--- config.mk ---
export PLATFORM = sky130hd
export DESIGN_NAME = fpec_top
export DESIGN_NICKNAME = d
export VERILOG_FILES = /design/src/hw/fpec_pkg.sv /design/src/hw/fpec_top.sv
export VERILOG_INCLUDE_DIRS = /design/src /design/src/hw
export SDC_FILE = /design/constraint.sdc
export NUM_CORES = 2
export LEC_CHECK = 0
export BUFFER_PORTS_ARGS = -buffer_cell sky130_fd_sc_hd__clkbuf_2
export CAP_MARGIN = 20
export CORE_MARGIN = 1
export CORE_UTILIZATION = 37
export CTS_CLUSTER_SIZE = 16
export DETAILED_ROUTE_END_ITERATION = 8
export SLEW_MARGIN = 15
export SYNTH_ARGS = -nofsm -noshare
export SYNTH_HDL_FRONTEND = slang
export SYNTH_SLANG_ARGS = --single-unit
--- constraint.sdc ---
create_clock -name aclk -period 4.84 [get_ports aclk]
set_input_delay 0.242 -clock aclk [delete_from_list [all_inputs] [get_ports aclk]]
set_output_delay 0.242 -clock aclk [all_outputs]
set_load 0.005 [all_outputs]
--- src/hw/fpec_regs.svh ---
// offsets, field positions, key values and timing counts of the flash control
`ifndef FPEC_REGS_SVH
`define FPEC_REGS_SVH
// ---------------------------------------------------------------
// register byte offsets
// ---------------------------------------------------------------
`define FPEC_CTRL_OFS 8'h00
`define FPEC_KEY_OFS 8'h04
`define FPEC_PAGE_OFS 8'h08
`define FPEC_OFFS_OFS 8'h0C
`define FPEC_LATCH_OFS 8'h10
// ---------------------------------------------------------------
// fields, keys and codes
// ---------------------------------------------------------------
`define FPEC_WR_BIT 15
`define FPEC_PROGRAM_ERASE_ENABLE_BIT 14
`define FPEC_ERR_BIT 13
`define FPEC_ERASE_BIT 6
`define FPEC_KEY_FIRST 8'h55
`define FPEC_KEY_SECOND 8'hAA
`define FPEC_OP_BULK 4'hF
`define FPEC_OP_WORD 4'h3
`define FPEC_OP_PAGE 4'h2
`define FPEC_OP_ROW 4'h1
`define FPEC_ROW_WORDS 7'h40
`define FPEC_ROW_MASK 24'h00007F
`define FPEC_BLOCK_MASK 24'h0003FF
// ---------------------------------------------------------------
// timing: least times in ns, rounded up to 4 ns cycles
// ---------------------------------------------------------------
`define FPEC_CLK_NS 4
`define FPEC_WORD_TIME_NS 400
`define FPEC_ROW_TIME_NS 2000
`define FPEC_PAGE_TIME_NS 20000
`define FPEC_BULK_TIME_NS 40000
`define FPEC_CYC(t) (((t) + `FPEC_CLK_NS - 1) / `FPEC_CLK_NS)
`endif

--- src/hw/fpec_pkg.sv ---
// types shared by the flash program/erase control
package fpec_pkg;
	typedef enum logic [1:0] {
		FPEC_IDLE = 2'b00,
		FPEC_STREAM = 2'b01,
		FPEC_WAIT = 2'b11
	} fpec_state_e;
	typedef logic [23:0] fpec_word_t;
endpackage

--- src/hw/fpec_top.sv ---
// flash program/erase sequencer with unlock keys and write latches
//
// The address map and register access over AXI4-Lite were left to the implementer.
`timescale 1ns/1ps
`default_nettype none
`include "fpec_regs.svh"
module fpec_top import fpec_pkg::*; #(
	parameter int PAGE_CYCLES = `FPEC_CYC(`FPEC_PAGE_TIME_NS), // erase time
	parameter int BULK_CYCLES = `FPEC_CYC(`FPEC_BULK_TIME_NS)  // bulk time
) (
	input wire logic aclk, // 250 MHz clock
	input wire logic aresetn, // power-on reset, sync, low
	input wire logic sys_reset_req, // other reset source, same clock
	input wire logic serial_prog_pin, // serial programming mode pin
	input wire logic [7:0] awaddr, // write address
	input wire logic awvalid, // write address valid
	output logic awready, // write address ready
	input wire logic [31:0] wdata, // write data
	input wire logic [3:0] wstrb, // write strobes
	input wire logic wvalid, // write data valid
	output logic wready, // write data ready
	output logic [1:0] bresp, // write response
	output logic bvalid, // write response valid
	input wire logic bready, // write response ready
	input wire logic [7:0] araddr, // read address
	input wire logic arvalid, // read address valid
	output logic arready, // read address ready
	output logic [31:0] rdata, // read data
	output logic [1:0] rresp, // read response
	output logic rvalid, // read data valid
	input wire logic rready, // read data ready
	output logic cpu_stall, // processor held while busy
	output logic flash_erase, // one-cycle erase strobe
	output logic flash_bulk, // erase covers whole array
	output logic flash_wr_en, // one word written this cycle
	output logic [23:0] flash_addr, // array address
	output logic [23:0] flash_wdata // array write data
);
	// ---------------------------------------------------------------
	// state
	// ---------------------------------------------------------------
	logic wr_reg, program_erase_enable_reg, err_reg, erase_reg; // control bits
	logic [3:0] op_reg; // operation_select
	logic [1:0] key_reg; // 0 none, 1 first key, 2 armed
	logic [7:0] page_reg; // table_page
	logic [15:0] offs_reg; // table_store offset
	fpec_word_t latch_mem [64]; // holding latches
	fpec_state_e state_reg; // sequencer state
	logic [15:0] cnt_reg; // remaining busy cycles
	logic [6:0] idx_reg; // latch being streamed
	logic last_reg; // stream ends after this word
	logic [23:0] base_reg; // operation base address
	logic [1:0] ser_sync; // pin synchroniser
	logic [7:0] waddr_reg, raddr_reg; // held addresses
	logic aw_held, w_held; // write halves held
	logic [31:0] wd_reg; // held write data
	logic [3:0] ws_reg; // held strobes
	// ---------------------------------------------------------------
	// bus slave
	// ---------------------------------------------------------------
	logic wr_fire, map_w, map_r; // write commit, decodes
	assign awready = !aw_held;
	assign wready = !w_held;
	assign arready = !rvalid;
	assign wr_fire = aw_held && w_held && !bvalid;
	assign map_w = waddr_reg[1:0] == 2'h0 && waddr_reg <= `FPEC_LATCH_OFS;
	assign map_r = araddr[1:0] == 2'h0 && araddr <= `FPEC_LATCH_OFS;
	// catch address and data in either order
	always_ff @(posedge aclk) begin
		if (!aresetn) begin
			aw_held <= 1'b0;
			w_held <= 1'b0;
			waddr_reg <= 8'h00;
			wd_reg <= 32'h0;
			ws_reg <= 4'h0;
		end else if (wr_fire) begin // both consumed
			aw_held <= 1'b0;
			w_held <= 1'b0;
		end else begin
			if (awvalid && awready) begin
				aw_held <= 1'b1;
				waddr_reg <= awaddr;
			end
			if (wvalid && wready) begin
				w_held <= 1'b1;
				wd_reg <= wdata;
				ws_reg <= wstrb;
			end
		end
	end
	// write response
	always_ff @(posedge aclk) begin
		if (!aresetn) begin
			bvalid <= 1'b0;
			bresp <= 2'h0;
		end else if (wr_fire) begin
			bvalid <= 1'b1;
			bresp <= map_w ? 2'h0 : 2'h2; // slverr when unmapped
		end else if (bready) begin
			bvalid <= 1'b0;
		end
	end
	// read path, registered data
	always_ff @(posedge aclk) begin
		if (!aresetn) begin
			rvalid <= 1'b0;
			rdata <= 32'h0;
			rresp <= 2'h0;
			raddr_reg <= 8'h00;
		end else if (arvalid && arready) begin
			rvalid <= 1'b1;
			raddr_reg <= araddr;
			rresp <= map_r ? 2'h0 : 2'h2;
			case (araddr)
				`FPEC_CTRL_OFS: rdata <= {16'h0, wr_reg, program_erase_enable_reg, err_reg,
					6'h0, erase_reg, 2'h0, op_reg};
				`FPEC_KEY_OFS: rdata <= 32'h0;
				`FPEC_PAGE_OFS: rdata <= {24'h0, page_reg};
				`FPEC_OFFS_OFS: rdata <= {16'h0, offs_reg};
				`FPEC_LATCH_OFS: rdata <= {8'h0, latch_mem[offs_reg[6:1]]};
				default: rdata <= 32'h0;
			endcase
		end else if (rready) begin
			rvalid <= 1'b0;
		end
	end
	// ---------------------------------------------------------------
	// decode of software actions
	// ---------------------------------------------------------------
	logic busy, ctl_w, key_w, set_try, legal, noop, go, bad, done, abort;
	logic ser_mode; // synchronised serial mode
	assign busy = state_reg != FPEC_IDLE;
	assign ser_mode = ser_sync[1];
	assign ctl_w = wr_fire && waddr_reg == `FPEC_CTRL_OFS;
	assign key_w = wr_fire && waddr_reg == `FPEC_KEY_OFS && ws_reg[0];
	assign set_try = ctl_w && ws_reg[1] && wd_reg[`FPEC_WR_BIT] && !busy;
	assign abort = sys_reset_req && busy;
	// code and selector decide the action
	always_comb begin
		legal = 1'b1;
		noop = 1'b0;
		case (op_reg)
			`FPEC_OP_BULK: begin
				legal = ser_mode || !erase_reg;
				noop = !erase_reg;
			end
			`FPEC_OP_WORD: noop = erase_reg;
			`FPEC_OP_PAGE: noop = !erase_reg;
			`FPEC_OP_ROW: noop = erase_reg;
			default: legal = 1'b0;
		endcase
	end
	assign go = set_try && key_reg == 2'h2 && program_erase_enable_reg && legal;
	assign bad = set_try && !go;
	assign done = busy && state_reg != FPEC_STREAM && cnt_reg == 16'h0;
	// ---------------------------------------------------------------
	// unlock key tracking
	// ---------------------------------------------------------------
	always_ff @(posedge aclk) begin
		if (!aresetn || sys_reset_req) begin
			key_reg <= 2'h0;
		end else if (key_w) begin
			if (wd_reg[7:0] == `FPEC_KEY_FIRST) begin
				key_reg <= 2'h1;
			end else if (wd_reg[7:0] == `FPEC_KEY_SECOND && key_reg == 2'h1) begin
				key_reg <= 2'h2;
			end else begin
				key_reg <= 2'h0;
			end
		end else if (wr_fire) begin // any other write disarms
			key_reg <= 2'h0;
		end
	end
	// ---------------------------------------------------------------
	// control register, power-on reset only
	// ---------------------------------------------------------------
	always_ff @(posedge aclk) begin
		if (!aresetn) begin
			program_erase_enable_reg <= 1'b0;
			erase_reg <= 1'b0;
			op_reg <= 4'h0;
		end else if (ctl_w && !busy) begin
			if (ws_reg[1]) begin
				program_erase_enable_reg <= wd_reg[`FPEC_PROGRAM_ERASE_ENABLE_BIT];
			end
			if (ws_reg[0]) begin
				erase_reg <= wd_reg[`FPEC_ERASE_BIT];
				op_reg <= wd_reg[3:0];
			end
		end
	end
	// error flag, hardware set wins over software clear
	always_ff @(posedge aclk) begin
		if (!aresetn) begin
			err_reg <= 1'b0;
		end else if (bad || abort) begin
			err_reg <= 1'b1;
		end else if (ctl_w && ws_reg[1] && !busy) begin
			err_reg <= wd_reg[`FPEC_ERR_BIT];
		end
	end
	// trigger bit: software only sets, hardware clears
	always_ff @(posedge aclk) begin
		if (!aresetn) begin
			wr_reg <= 1'b0;
		end else if (go) begin
			wr_reg <= 1'b1;
		end else if (done || abort) begin
			wr_reg <= 1'b0;
		end
	end
	// ---------------------------------------------------------------
	// table page, offset and holding latches
	// ---------------------------------------------------------------
	always_ff @(posedge aclk) begin
		if (!aresetn) begin
			page_reg <= 8'h00;
			offs_reg <= 16'h0;
		end else if (wr_fire && ws_reg[0] && !busy) begin
			if (waddr_reg == `FPEC_PAGE_OFS) begin
				page_reg <= wd_reg[7:0];
			end else if (waddr_reg == `FPEC_OFFS_OFS) begin
				offs_reg <= wd_reg[15:0];
			end else if (waddr_reg == `FPEC_LATCH_OFS) begin
				offs_reg <= offs_reg + 16'h2; // next instruction
			end
		end
	end
	// data waits here until a trigger commits it
	always_ff @(posedge aclk) begin
		if (wr_fire && ws_reg[0] && !busy && waddr_reg == `FPEC_LATCH_OFS) begin
			latch_mem[offs_reg[6:1]] <= wd_reg[23:0];
		end
	end
	// ---------------------------------------------------------------
	// sequencer
	// ---------------------------------------------------------------
	logic [23:0] tab_addr; // table pointer
	assign tab_addr = {page_reg, offs_reg};
	always_ff @(posedge aclk) begin
		ser_sync <= {ser_sync[0], serial_prog_pin};
	end
	// launch, stream latches, then wait out the self-timed cycle
	always_ff @(posedge aclk) begin
		if (!aresetn || abort) begin
			state_reg <= FPEC_IDLE;
			cnt_reg <= 16'h0;
			idx_reg <= 7'h0;
			last_reg <= 1'b0;
			base_reg <= 24'h0;
		end else begin
			case (state_reg)
				FPEC_IDLE: begin
					if (go) begin
						idx_reg <= 7'h0;
						state_reg <= FPEC_WAIT;
						cnt_reg <= 16'h0;
						if (!noop && op_reg == `FPEC_OP_ROW) begin
							state_reg <= FPEC_STREAM;
							base_reg <= tab_addr & ~`FPEC_ROW_MASK;
							last_reg <= 1'b0;
							cnt_reg <= 16'(`FPEC_CYC(`FPEC_ROW_TIME_NS));
						end else if (!noop && op_reg == `FPEC_OP_WORD) begin
							state_reg <= FPEC_STREAM;
							base_reg <= tab_addr;
							idx_reg <= {1'b0, offs_reg[6:1]};
							last_reg <= 1'b1;
							cnt_reg <= 16'(`FPEC_CYC(`FPEC_WORD_TIME_NS));
						end else if (!noop && op_reg == `FPEC_OP_PAGE) begin
							cnt_reg <= 16'(PAGE_CYCLES);
						end else if (!noop) begin
							cnt_reg <= 16'(BULK_CYCLES);
						end
					end
				end
				FPEC_STREAM: begin
					cnt_reg <= cnt_reg - 16'h1;
					idx_reg <= idx_reg + 7'h1;
					if (last_reg || idx_reg == `FPEC_ROW_WORDS - 7'h1) begin
						state_reg <= FPEC_WAIT;
					end
				end
				FPEC_WAIT: begin
					if (cnt_reg == 16'h0) begin
						state_reg <= FPEC_IDLE;
					end else begin
						cnt_reg <= cnt_reg - 16'h1;
					end
				end
				default: state_reg <= FPEC_IDLE;
			endcase
		end
	end
	assign cpu_stall = busy;
	// array strobes and data, registered
	always_ff @(posedge aclk) begin
		if (!aresetn) begin
			flash_erase <= 1'b0;
			flash_bulk <= 1'b0;
			flash_wr_en <= 1'b0;
			flash_addr <= 24'h0;
			flash_wdata <= 24'h0;
		end else begin
			flash_erase <= go && !noop && erase_reg;
			flash_bulk <= go && !noop && op_reg == `FPEC_OP_BULK;
			flash_wr_en <= state_reg == FPEC_STREAM && !abort;
			if (go && erase_reg) begin
				flash_addr <= tab_addr & ~`FPEC_BLOCK_MASK;
			end else if (state_reg == FPEC_STREAM) begin
				flash_addr <= last_reg ? base_reg : base_reg | {16'h0, idx_reg, 1'b0};
				flash_wdata <= latch_mem[idx_reg[5:0]];
			end
		end
	end
	// ---------------------------------------------------------------
	// checks
	// ---------------------------------------------------------------
	a_go_starts: assert property (@(posedge aclk) disable iff (!aresetn)
		go && !sys_reset_req |=> wr_reg && cpu_stall)
		else $error("trigger did not start operation");
	a_wr_tracks_busy: assert property (@(posedge aclk) disable iff (!aresetn)
		wr_reg == cpu_stall)
		else $error("trigger bit and stall disagree");
	a_bad_flags: assert property (@(posedge aclk) disable iff (!aresetn)
		bad |=> err_reg && !wr_reg)
		else $error("improper trigger not flagged");
	a_no_enable: assert property (@(posedge aclk) disable iff (!aresetn)
		set_try && !program_erase_enable_reg |=> !cpu_stall)
		else $error("operation started while inhibited");
	a_keys_needed: assert property (@(posedge aclk) disable iff (!aresetn)
		set_try && key_reg != 2'h2 |=> !wr_reg ##1 !wr_reg)
		else $error("operation started without keys");
	a_key_reads_zero: assert property (@(posedge aclk) disable iff (!aresetn)
		rvalid && raddr_reg == `FPEC_KEY_OFS |-> rdata == 32'h0)
		else $error("key port readable");
	a_row_streams: assert property (@(posedge aclk) disable iff (!aresetn)
		go && !noop && op_reg == `FPEC_OP_ROW && !sys_reset_req
		|=> ##1 flash_wr_en [*8])
		else $error("row latches not streamed");
	a_erase_aligned: assert property (@(posedge aclk) disable iff (!aresetn)
		flash_erase |-> flash_addr[9:0] == 10'h0 && !flash_wr_en)
		else $error("erase block misaligned");
	a_noop_short: assert property (@(posedge aclk) disable iff (!aresetn)
		go && noop && !sys_reset_req |=> cpu_stall ##1 !cpu_stall)
		else $error("no-operation code took too long");
endmodule // fpec_top
`default_nettype wire

==> results_dict.tcl <==
set metrics [dict create \
    clkPwrFrac 0.459 \
    cp_slowest_cell "nor4b_4" \
    worstSetupStartpointType "flip-flop" \
    grt_start_max_net_pins 87 \
    root_buffer "clkbuf_16" \
    finish.utilization 0.430 \
    fmax_mhz 246 \
    clkSinkCount 1743 \
    firstDrtPassIters 6 \
    status "finished clean" \
    sw_frac_of_total 0.209 \
    globalplace.congestion 0.941 \
    max-slew-margin-rel 0.203 \
    top_layer "met5" \
    final-setup-viol-count 0 \
    fin_skew_ps 59.1 \
    track_usage 0.249 \
    cts-htree-levels 4 \
    fin_crit_sh 0.841 \
    finalCriticalPeriod_ps 4070 \
    core_area_mm2 0.214 \
    grt_overflow 0 \
    cp_num_buf_inv 3 \
    power.leakage_nw 28.6 \
    path_cells "or4_1 > or4_1 > nor4b_4 > buf_4 > nand3b_1 > buf_4 > nor2_4 > buf_12" \
    ys_warn_count 0 \
    p_int_w 0.0247 \
    cpLargestDelayFamily "simple AND/OR/NAND/NOR gates" \
    start_util 0.372 \
    combPwrFrac 0.015 \
    finalPower_w 0.0312 \
    netlist_area_mm2 0.0798 \
    drc 0 \
    io_pins 154 \
    tightest_slew_ps 1160 \
    routed_wl_um 274000 \
    peakVddDrop_v 0.000278 \
    synth-seq-area-share 0.630 \
    cts_buffers 180 \
    routed-wl-met2_um 126000 \
    cp_max_fo 13 \
    maxCapViolations 0 \
    rows 170 \
    met3WireLength_um 27100 \
    grt_pass1_wl_um 380000 \
    yosysUniqueCellTypes 76 \
    synthArstFlopShare 0 \
    largest_reg_flops 1536 \
    wl_per_cell_um 35.0 \
    via_per_inst 6.30 \
    cts_tree "done" \
    drive_gt1_frac 0.326 \
    finalHoldViolations 0 \
    max_stage_delay_ps 760 \
    drt_iter0_drc 6989 \
    clk_pin_slew_ps 60 \
    final_cell_mix "1536 x edfxtp_1, 800 x mux4_2, 351 x nand2_1" \
    syn_area_per_cell_um2 17.5 \
    syn_inst 4551 \
    vias 49400 \
    required_ps 5370 \
    synth_edf_count 1536 \
    clock_latency_ps 830 \
    critical_path_class "flip-flop to flip-flop" \
    antenna_found_initial 6 \
    rsz0062_at_grt "false" \
    syn2layout_area_growth_pct 15.6 \
    seqPwrFrac 0.526 \
    wirelength_met1_um 103000 \
    synth_ff_type "edfxtp_1" \
    switchingPower_w 0.00652 \
    end_kind "flip-flop" \
    dieArea_mm2 0.218 \
    io_buffers 133 \
    dieWidth_um 466 \
    clk_path_buf_depth 3 \
    die_y_um 466 \
    final_antenna_net_count 0 \
    hp-class "input pin to flip-flop" \
    power_density_mw_per_mm2 339 \
    nets 4898 \
    synth-seq-cells 1743 \
    grt_pass1_vias 48200 \
    tns_ps 0 \
    layout_commonest_cell "edfxtp_1" \
    hpwl_um 180000 \
    slew_violations 0 \
    crit_arrival_ps 4600 \
]
[logic make-up after synthesis]
group / synth area share
flip-flops: 0.630
buffers and inverters: 0.0204
multiplexers: 0.253
AND/OR/NAND/NOR: 0.0492
other: 0.0000470
adder cells (fa/ha/maj): 0.000470
AO/OA/AOI/OAI: 0.0465
XOR/XNOR: 0.000219
[per-layer routing]
metal / global-route usage / up-vias
met5: 0 / -
met4: 0.132 / 2
met3: 0.0545 / 556
met2: 0.385 / 2943
met1: 0.328 / 26200
li1: - / 19600
[synthesized netlist by cell type (all sizes together), types with 8 or more instances]
library cell / number / area, um^2
nor3: 33 / 165
inv: 16 / 60.1
o22ai: 40 / 250
a221o: 18 / 180
and4: 14 / 123
buf: 184 / 916
o211ai: 11 / 82.6
mux2i: 197 / 1970
nand2b: 16 / 100
nand2: 351 / 1320
a22oi: 25 / 188
nand3: 68 / 345
mux4: 800 / 18000
a2111oi: 16 / 140
and3: 16 / 100
dfxtp: 207 / 4140
edfxtp: 1536 / 46100
a211oi: 44 / 330
o21ai: 91 / 455
o31ai: 8 / 60.1
nand4: 23 / 144
a21oi: 165 / 826
nor4: 13 / 87.6
and2: 18 / 113
or3: 16 / 100
mux2: 22 / 248
a31oi: 32 / 200
a221oi: 23 / 201
nor2b: 34 / 213
clkbuf: 169 / 634
or4: 15 / 113
o221ai: 25 / 219
nor2: 199 / 747
[worst register-to-register path: cells and delay by family (launching register included)]
kind / cells / cell delay [ps]
buf+inv: 3 / 740
simple gates: 5 / 2760
flops: 1 / 310
[path summary, 6_finish.rpt]
| kind | start | slack, ps | depth (start not counted) | to |
|---|---|---|---|---|
| setup / recovery | waddr_reg[7] | 770 | 8 | latch_mem[0][18] |
| hold / removal | serial_prog_pin | 70 | 2 | ser_sync[0] |
| hold reg to reg | ser_sync[0] | 330 | 0 | ser_sync[1] |
| setup reg to reg | waddr_reg[7] | 770 | 8 | latch_mem[0][18] |
[per-stage QoR]
| step | std cells | hold WS (ps) | instance area, um^2 | setup WS [ps] |
|---|---|---|---|---|
| finish | 7831 | 74.8 | 92300 | 771 |
| global route | 7830 | 66.8 | 92300 | 731 |
| CTS | 7827 | 34.5 | 92200 | 831 |
| detailed placement | 7440 | 319 | 85700 | 817 |
| global placement | 7437 | 317 | 85600 | 843 |
| floorplan | 4560 | 270 | 79900 | 526 |
[layout make-up]
type                    count  area (um^2)
multi-input cells        2444        28500
repair buffers            445         3700
clock buffers             252         5120
diodes                      1         2.50
fillers                 18600       122000
clock inverters            88          975
inverters                  20         82.6
flip-flops and latches   1743        50300
well taps                2838         3550
[power by group through the flow]
stage / clock, W / sequential [W] / combinational (W)
after floorplan: 0 / 0.0168 / 0.000108
after global placement: 0 / 0.0167 / 0.000419
after detailed placement: 0 / 0.0167 / 0.000435
after CTS: 0.0145 / 0.0164 / 0.000465
after global routing: 0.0150 / 0.0164 / 0.000499
final: 0.0143 / 0.0164 / 0.000478
[timing repair]
| action | in CTS | in global routing |
|---|---|---|
| hold endpoints to repair | 56 | 0 |
| setup buffers | 0 | 0 |
| gates resized for setup | 0 | 0 |
| hold buffers | 47 | 0 |
Note: power is estimated with default switching activity, not from simulation.
